File: src/core/select_status_cfg.svh
// Constants for the selection-sequence status reporter
`ifndef SELECT_STATUS_CFG_SVH
`define SELECT_STATUS_CFG_SVH

// Register byte offsets
`define OFF_CMD 8'h00
`define OFF_CONFIG 8'h04
`define OFF_STATUS 8'h08
`define OFF_CAUSE 8'h0c
`define OFF_STEP 8'h10

// Command codes accepted in the command register
`define CMD_SELECTED_WITH_ATTENTION_CAUSE 8'h42
`define CMD_SEL_ATN3 8'h46
`define CMD_SELECTED_WITH_ATTENTION_CAUSE_STOP 8'h43

// Config field positions and reset value
`define CFG_EXT_BIT 0
`define CFG_RECV_CMD_BIT 1
`define CFG_RESET 8'h02

// Status field positions
`define STAT_BUSY_BIT 0
`define STAT_ATN_BIT 1
`define STAT_IRQ_BIT 7

// Interrupt cause bits
`define CAUSE_DISC 8'h20
`define CAUSE_BS 8'h10
`define CAUSE_FC 8'h08
`define CAUSE_SELATN 8'h02
`define CAUSE_SEL 8'h01
`define CAUSE_RESET 8'h00

// Step counter values and width
`define STEP_W 3
`define STEP_RESET 3'h0

// Bus phase codes
`define PH_MSG_OUT 3'h6
`define PH_CMD 3'h2

`endif

File: src/core/select_status_pkg.sv
// Types shared by the selection-sequence status reporter
package select_status_pkg;

  // One-hot sequencer states
  typedef enum logic [9:0] {
    S_IDLE = 10'h001,
    S_ARB = 10'h002,
    S_SEL = 10'h004,
    S_WAIT_MO = 10'h008,
    S_MSGOUT = 10'h010,
    S_WAIT_CMD = 10'h020,
    S_ICMD = 10'h040,
    S_TLOAD = 10'h080,
    S_TMSG = 10'h100,
    S_TCMD = 10'h200
  } seq_state_t;

  // Events from the bus phase logic, same clock
  typedef struct packed {
    logic arb_won;
    logic sel_done;
    logic sel_timeout;
    logic phase_valid;
    logic [2:0] phase;
    logic byte_done;
    logic parity_err;
    logic invalid_id;
    logic cdb_done;
    logic selected;
    logic selected_with_attention_cause;
    logic atn_in;
    logic [2:0] bus_id;
  } bus_ev_t;

  // Byte pushed into the controller FIFO
  typedef struct packed {
    logic push;
    logic [7:0] data;
  } fifo_wr_t;

endpackage : select_status_pkg

File: src/core/select_status.sv
// Selection-sequence sequencer with step counter, cause register and APB slave
//
// Our own choices: the register offsets and register access over APB.
`timescale 1ns/1ps
`include "select_status_cfg.svh"

module select_status
  import select_status_pkg::*;
(
  // Clock and reset
  input wire logic ref_clk,
  input wire logic reset,
  // APB slave
  input wire logic psel,
  input wire logic penable,
  input wire logic pwrite,
  input wire logic [7:0] paddr,
  input wire logic [31:0] pwdata,
  output logic [31:0] prdata,
  output logic pready,
  output logic pslverr,
  // Bus phase events
  input wire bus_ev_t ev,
  // Bus side outputs
  output logic atn_out,
  output fifo_wr_t fifo_wr,
  output logic irq
);

  // ---------------------------------------------------------------------
  // Address decode
  // ---------------------------------------------------------------------

  // True for every mapped register offset
  function automatic logic addr_ok(input logic [7:0] a);
    addr_ok = (a == `OFF_CMD) || (a == `OFF_CONFIG) || (a == `OFF_STATUS) ||
              (a == `OFF_CAUSE) || (a == `OFF_STEP);
  endfunction : addr_ok

  seq_state_t state; // Sequencer state
  seq_state_t next_state; // Its next value
  logic [7:0] cmd; // Command being run
  logic [7:0] config_reg; // Software options
  logic [`STEP_W-1:0] step; // Step counter
  logic [`STEP_W-1:0] next_step; // Its next value
  logic [7:0] cause; // Interrupt cause bits
  logic [7:0] set_cause; // Causes raised this cycle
  logic do_stop; // Sequence stops this cycle
  logic next_atn; // Next ATN drive
  logic [1:0] mcnt; // Message bytes handled
  logic [1:0] next_mcnt; // Its next value
  logic atn_seen; // Initiator raised ATN in command phase
  logic ext_run; // Extended option latched for this selection
  logic access; // APB access phase
  logic wr_cmd; // Command register write
  logic rd_clear; // Cause read while interrupt is up
  logic idle_free; // Ready to take a command or selection
  fifo_wr_t next_fifo; // Next FIFO write

  assign access = psel && penable;
  assign wr_cmd = access && pwrite && (paddr == `OFF_CMD);
  assign rd_clear = access && !pwrite && (paddr == `OFF_CAUSE) && irq;
  assign idle_free = (state == S_IDLE) && !irq;

  // Zero-wait slave; read data was captured in the setup cycle
  assign pready = access;
  assign pslverr = access && !addr_ok(paddr);

  // ---------------------------------------------------------------------
  // Sequencer
  // ---------------------------------------------------------------------

  // Next-state logic for both the initiator and the target flows
  always_comb begin
    next_state = state;
    next_step = step;
    next_atn = atn_out;
    next_mcnt = mcnt;
    set_cause = 8'h00;
    do_stop = 1'b0;
    next_fifo = '0;
    case (state)
      S_IDLE: begin
        if (wr_cmd && idle_free) begin
          // Step cleared at command start; ATN is asserted from arbitration on
          next_step = `STEP_RESET;
          next_mcnt = 2'd0;
          if ((pwdata[7:0] == `CMD_SELECTED_WITH_ATTENTION_CAUSE) || (pwdata[7:0] == `CMD_SEL_ATN3) ||
              (pwdata[7:0] == `CMD_SELECTED_WITH_ATTENTION_CAUSE_STOP)) begin
            next_state = S_ARB;
            next_atn = 1'b1;
          end
        end else if (ev.selected && idle_free) begin
          // Selected as target: bus ID goes to the FIFO first
          next_step = `STEP_RESET;
          next_mcnt = 2'd0;
          next_fifo.push = 1'b1;
          next_fifo.data = 8'h01 << ev.bus_id;
          set_cause = ev.selected_with_attention_cause ? `CAUSE_SELATN : `CAUSE_SEL;
          next_state = ev.selected_with_attention_cause ? S_TMSG : S_TLOAD;
        end
      end
      S_ARB: begin
        // Arbitration retries without limit
        if (ev.arb_won) begin
          next_state = S_SEL;
        end
      end
      S_SEL: begin
        if (ev.sel_timeout) begin
          // Timed out: disconnect reported alone, bus released
          set_cause = `CAUSE_DISC;
          next_atn = 1'b0;
          do_stop = 1'b1;
        end else if (ev.sel_done) begin
          next_state = S_WAIT_MO;
        end
      end
      S_WAIT_MO: begin
        if (ev.phase_valid) begin
          if (ev.phase == `PH_MSG_OUT) begin
            next_state = S_MSGOUT;
          end else begin
            // Target skipped message out; ATN left asserted
            set_cause = `CAUSE_BS | `CAUSE_FC;
            do_stop = 1'b1;
          end
        end
      end
      S_MSGOUT: begin
        if (ev.byte_done) begin
          next_mcnt = mcnt + 2'd1;
          if (cmd == `CMD_SELECTED_WITH_ATTENTION_CAUSE_STOP) begin
            // Halt after one byte with ATN still on
            next_step = 3'd1;
            set_cause = `CAUSE_BS | `CAUSE_FC;
            do_stop = 1'b1;
          end else if ((cmd == `CMD_SELECTED_WITH_ATTENTION_CAUSE) || (mcnt == 2'd2)) begin
            // Last message byte sent: release ATN before command phase
            next_atn = 1'b0;
            next_step = 3'd2;
            next_state = S_WAIT_CMD;
          end
        end else if (ev.phase_valid && (ev.phase != `PH_MSG_OUT)) begin
          // Target left message out early; ATN stays on since byte three was not sent
          next_step = 3'd2;
          set_cause = `CAUSE_BS | `CAUSE_FC;
          do_stop = 1'b1;
        end
      end
      S_WAIT_CMD: begin
        if (ev.phase_valid) begin
          if (ev.phase == `PH_CMD) begin
            next_step = 3'd3;
            next_state = S_ICMD;
          end else begin
            set_cause = `CAUSE_BS | `CAUSE_FC;
            do_stop = 1'b1;
          end
        end
      end
      S_ICMD: begin
        if (ev.cdb_done) begin
          // Whole block sent
          next_step = 3'd4;
          set_cause = `CAUSE_BS | `CAUSE_FC;
          do_stop = 1'b1;
        end else if (ev.phase_valid && (ev.phase != `PH_CMD)) begin
          // Unsent bytes remain in the FIFO for software to count
          set_cause = `CAUSE_BS | `CAUSE_FC;
          do_stop = 1'b1;
        end
      end
      S_TLOAD: begin
        // Null message byte follows the bus ID
        next_fifo.push = 1'b1;
        next_fifo.data = 8'h00;
        if (config_reg[`CFG_RECV_CMD_BIT]) begin
          next_step = 3'd1;
          next_state = S_TCMD;
        end else begin
          do_stop = 1'b1;
        end
      end
      S_TMSG: begin
        if (ev.byte_done) begin
          next_mcnt = mcnt + 2'd1;
          if (ev.parity_err || ((mcnt == 2'd0) && ev.invalid_id)) begin
            // Step stays 0 on byte one, 4 on bytes two and three
            do_stop = 1'b1;
          end else if ((mcnt == 2'd2) || ((mcnt == 2'd0) && !ext_run)) begin
            if (ev.atn_in) begin
              set_cause = `CAUSE_BS;
              do_stop = 1'b1;
            end else begin
              next_step = ext_run ? 3'd5 : 3'd1;
              next_state = S_TCMD;
            end
          end else begin
            next_step = 3'd4;
          end
        end
      end
      S_TCMD: begin
        if (ev.byte_done && ev.parity_err) begin
          // Step held at 1 or 5; BS if the initiator wants attention
          set_cause = (atn_seen || ev.atn_in) ? `CAUSE_BS : 8'h00;
          do_stop = 1'b1;
        end else if (ev.cdb_done) begin
          next_step = step + 3'd1;
          set_cause = (atn_seen || ev.atn_in) ? `CAUSE_BS : 8'h00;
          do_stop = 1'b1;
        end
      end
      default: begin
        next_state = S_IDLE;
      end
    endcase
    if (do_stop) begin
      next_state = S_IDLE;
    end
  end

  // State, counters and ATN drive
  always_ff @(posedge ref_clk) begin
    if (reset) begin
      state <= S_IDLE;
      mcnt <= 2'd0;
      atn_out <= 1'b0;
      fifo_wr <= '0;
    end else begin
      state <= next_state;
      mcnt <= next_mcnt;
      atn_out <= next_atn;
      fifo_wr <= next_fifo;
    end
  end

  // Command and extended option latched at start so a mid-run write cannot change the flow
  always_ff @(posedge ref_clk) begin
    if (reset) begin
      cmd <= 8'h00;
      ext_run <= 1'b0;
    end else if (state == S_IDLE) begin
      if (wr_cmd && idle_free) begin
        cmd <= pwdata[7:0];
      end
      ext_run <= config_reg[`CFG_EXT_BIT];
    end
  end

  // ATN seen from the initiator during target command phase
  always_ff @(posedge ref_clk) begin
    if (reset || (state == S_IDLE)) begin
      atn_seen <= 1'b0;
    end else if ((state == S_TCMD) && ev.atn_in) begin
      atn_seen <= 1'b1;
    end
  end

  // ---------------------------------------------------------------------
  // Status registers
  // ---------------------------------------------------------------------

  // Step, causes and interrupt; a stop in the clearing cycle wins
  always_ff @(posedge ref_clk) begin
    if (reset) begin
      step <= `STEP_RESET;
      cause <= `CAUSE_RESET;
      irq <= 1'b0;
    end else if (do_stop || set_cause != 8'h00 || next_step != step) begin
      step <= next_step;
      cause <= (rd_clear ? 8'h00 : cause) | set_cause;
      irq <= irq | do_stop;
    end else if (rd_clear) begin
      step <= `STEP_RESET;
      cause <= `CAUSE_RESET;
      irq <= 1'b0;
    end
  end

  // Software options
  always_ff @(posedge ref_clk) begin
    if (reset) begin
      config_reg <= `CFG_RESET;
    end else if (access && pwrite && (paddr == `OFF_CONFIG)) begin
      config_reg <= pwdata[7:0];
    end
  end

  // Read data captured in the setup cycle
  always_ff @(posedge ref_clk) begin
    if (reset) begin
      prdata <= 32'h0000_0000;
    end else if (psel && !penable && !pwrite) begin
      case (paddr)
        `OFF_CONFIG: prdata <= {24'h00_0000, config_reg};
        `OFF_STATUS: begin
          prdata <= 32'h0000_0000;
          prdata[`STAT_BUSY_BIT] <= (state != S_IDLE);
          prdata[`STAT_ATN_BIT] <= atn_out;
          prdata[`STAT_IRQ_BIT] <= irq;
        end
        `OFF_CAUSE: prdata <= {24'h00_0000, cause};
        `OFF_STEP: prdata <= {29'h0000_0000, step};
        default: prdata <= 32'h0000_0000;
      endcase
    end
  end
endmodule : select_status

File: config.mk
export PLATFORM = sky130hd
export DESIGN_NAME = select_status
export DESIGN_NICKNAME = d
export VERILOG_FILES = /design/src/core/select_status_pkg.sv /design/src/core/select_status.sv
export VERILOG_INCLUDE_DIRS = /design/src /design/src/core
export SDC_FILE = /design/constraint.sdc
export NUM_CORES = 1
export LEC_CHECK = 0
export BUFFER_PORTS_ARGS = -buffer_cell sky130_fd_sc_hd__buf_2
export CORE_ASPECT_RATIO = 1.4
export CORE_UTILIZATION = 55
export DETAILED_ROUTE_END_ITERATION = 10
export PLACE_DENSITY = 0.81
export SYNTH_ARGS = -nofsm -noshare
export SYNTH_HDL_FRONTEND = slang
export SYNTH_SLANG_ARGS = --single-unit
File: constraint.sdc
create_clock -name ref_clk -period 7.8 [get_ports ref_clk]
set_clock_uncertainty 0.15 [all_clocks]
set_input_delay 1.17 -clock ref_clk [delete_from_list [all_inputs] [get_ports ref_clk]]
set_output_delay 1.17 -clock ref_clk [all_outputs]
set_load 0.02 [all_outputs]
==> results.ini <==
[drt]
routed_wl_um=10210
ant_nets=0
drc=0
drt_first_pass_iters=5
drt_iter0_markers=283
wire_per_inst_um=16.63
num_vias=3726
viasPerCell=6.068

[cells_and_area]
regMostFlops=state
drive_gt1_share_pct=20.31
final_nets=584
fill_cells=607
reg_top3=state x10, fifo_wr x9
finalNonFillerCells=614
n_antenna_cell=0
areaGrowthSynthToFinish_pct=10.63
largest_register_ffs=10

[synthesis]
synthAdderAreaFrac_pct=1.312
ys_top_cells_by_count=57 x dfxtp_1, 56 x nor2_1, 50 x nand2_1
synth_edf_count=0
yosysWarnings=0
synth_top_area_cell=dfxtp_1
synth_mux_area_share_pct=4.626
synth_top_area_share_pct=29.92
synth.distinct_cells=73
yosys.area_share.simple_pct=34.91
netlist_top_cells_area=dfxtp_1 30%, nor2_1 5.5%, a21oi_1 5.4%
syn_inst=473
synth-xor-area-share_pct=0.9186
avgSynthCellArea_um2=8.063
synth_compound_area_share_pct=18.90
synth_area_mm2=0.003814
ys_async_sr_fraction_pct=0
synth_top_family_by_area=simple AND/OR/NAND/NOR gates
synth_ff_type=dfxtp_1
yosysMostFrequentCell=dfxtp_1
ys_ff_latch=57
yosysSeqAreaShare_pct=29.92

[setup_path]
startpoint_type=primary input
critPathArrivalTime_ps=2080
critPathCapture=pslverr
worst_setup_path_end_kind=primary output
cp_cell_sequence=buf_2 -> or2_1 -> nor4_1 -> a21oi_1 -> buf_2
r2r_end=state[0]
reg2reg_slack_ps=4620
r2r-start=state[0]
cpPeakStageDelay_ps=280
worstPathRequired_ps=6480
path_max_fanout=4
path_buf_inv=2
path_depth=5
r2r_cells=7
critical-path-top-delay-family=simple AND/OR/NAND/NOR gates
crit_top_cell=buf_2
worst-setup-path-type=primary input to primary output
worst_path_max_delay_cell=nor4_1
crit_start=paddr[1]

[clocking]
insertion_delay_ps=330
cts_buffer_depth=2
clk_pin_slew_worst_paths_ps=60
numClockSinks=57
postCtsHoldBufs=0
htree_levels=3
cts_resized=0
cts_setup_buffers=0
cts_root_buffer=clkbuf_8
cts_tree=built
cts_buffers=9

[pwr]
combPwrFrac_pct=20.1
p_per_area_mw_per_mm2=182.1
p_int_uw=541.7
switching_share_pct=29.49
power_frac_seq_pct=40.0
irDropWorstVdd_uv=128.5
leakage_nw=1.729
p_switching_uw=226.6
power.total_uw=768.3
clkPwrFrac_pct=39.9

[timing]
rsz0062_at_grt=false
timing.fmax_mhz=294.1
finalCriticalPeriod_ps=3400
tightest_slew_ps=863.8
fin_tns_setup_ps=0
final_hold_viol_count=0
slew_violations=0
slew_headroom_pct=42.42
setup_slack_ps=4400
setup_viol=0
fin_crit_sh_pct=43.59

[floorplan]
die-width_um=72.38
start_util_pct=57.29
die_h_um=100.5
io_pins=107
rows=35
die_area_mm2=0.007276
design.core.area_mm2=0.006656

[global_route]
grt_max_degree=48
grt_pass1_vias=3417
antenna_found_initial=0
grt_usage_pct=28.68
grt_pass1_wl_um=16130
overflow=0

[outcome]
status=finished clean

[min_path]
min_from=cause[1]
hp-class=register to register

[place]
portBuffers=58
dp.final_hpwl_um=7665
dp_cells=599
place_ws_ps=4156
place_congestion=0.9062

[flow_run]
cap_violations=0

==> power groups by stage <==
stage / Sequential (mW) / Combinational [mW] / Clock, mW
after CTS: 0.307 / 0.152 / 0.308
after detailed placement: 0.313 / 0.151 / 0
after global routing: 0.308 / 0.167 / 0.322
final: 0.307 / 0.155 / 0.306
after global placement: 0.313 / 0.150 / 0
after floorplan: 0.308 / 0.126 / 0
==> area by class of cell <==
class                           count  area, µm²  share of cell area, %
Inverter                           14      52.55                  1.246
Timing Repair Buffer               58      290.3                  6.880
Clock buffer                       10      137.6                  3.262
Sequential cell                    57       1141                  27.05
Clock inverter                      5      78.83                  1.868
Multi-Input combinational cell    378       2404                  56.97
Tap cell                           92      115.1                  2.728
==> stage by stage <==
step           hold slack, ps  utilization, %  area (µm²)
2_1_floorplan           282.9               -        3900
3_3_place_gp            296.8           60.13        4003
3_5_place_dp            302.5           60.13        4003
4_1_cts                 310.2           63.38        4219
5_1_grt                 333.7           63.38        4219
6_report                313.3           63.38        4219
==> tightest hold or removal path, delay by kind of cell, from the launching register on <==
| family | cells | cell delay, ps |
|---|---|---|
| AOI/OAI and AO/OA | 1 | 50 |
| and+or+nand+nor | 1 | 50 |
| DFF | 1 | 310 |
==> cells by family (layout without fill, tap and decap cells) <==
kind of cell / count (synthesis) / count (layout)
and+or+nand+nor: 221 / 221
AOI/OAI and AO/OA: 108 / 108
other: 1 / 24
adders and majority gates: 4 / 4
xor gates and xnor gates: 4 / 4
DFF: 57 / 57
buffers and inverters: 61 / 87
muxes: 17 / 17
==> placed cells by master, fill, tap and decap left out, types with 3 or more instances in the layout <==
| master | Yosys | final |
|---|---|---|
| and2_1 | 3 | 3 |
| o22ai_1 | 3 | 3 |
| xor2_1 | 4 | 4 |
| ha_1 | 4 | 4 |
| dfxtp_1 | 57 | 57 |
| nor4b_1 | 6 | 6 |
| a22oi_1 | 7 | 7 |
| nand4b_1 | 4 | 4 |
| nor3_1 | 8 | 8 |
| o21ai_0 | 14 | 14 |
| mux2_2 | 5 | 5 |
| mux2i_1 | 12 | 12 |
| o21ai_1 | 3 | 3 |
| or4_1 | 5 | 5 |
| nand2b_1 | 8 | 8 |
| and3_1 | 7 | 7 |
| nor4_1 | 10 | 10 |
| nor2_1 | 56 | 56 |
| clkbuf_8 | 0 | 10 |
| buf_2 | 8 | 58 |
| nand3_1 | 12 | 12 |
| nor3_2 | 4 | 4 |
| or3b_2 | 4 | 4 |
| nor4_4 | 3 | 3 |
| a211o_1 | 3 | 3 |
| nor2b_1 | 10 | 10 |
| o2111ai_1 | 3 | 3 |
| a21oi_1 | 41 | 41 |
| nand2_1 | 50 | 50 |
| nand4_1 | 4 | 4 |
| inv_1 | 14 | 14 |
| a31oi_1 | 6 | 6 |
| conb_1 | 1 | 24 |
| nor4bb_1 | 3 | 3 |
| a211oi_1 | 3 | 3 |
| nand3b_1 | 3 | 3 |
| nor4_2 | 3 | 3 |
==> worst min-delay path by stage <==
stage                to  depth (start not counted)
2_1_floorplan  cause[3]                          2
3_3_place_gp   cause[3]                          2
3_5_place_dp   cause[1]                          2
4_1_cts        cause[1]                          2
5_1_grt        cause[1]                          2
6_report       cause[1]                          2
==> routing by layer <==
metal  up-vias  wire (µm)  global-route usage, %
met5         -          0                      0
met4         0        549                  18.10
met3        43        626                  5.200
met2       193       4947                  47.30
met1      1717       4089                  33.96
li1       1773          -                      -
(Power assumes the default switching activity.)
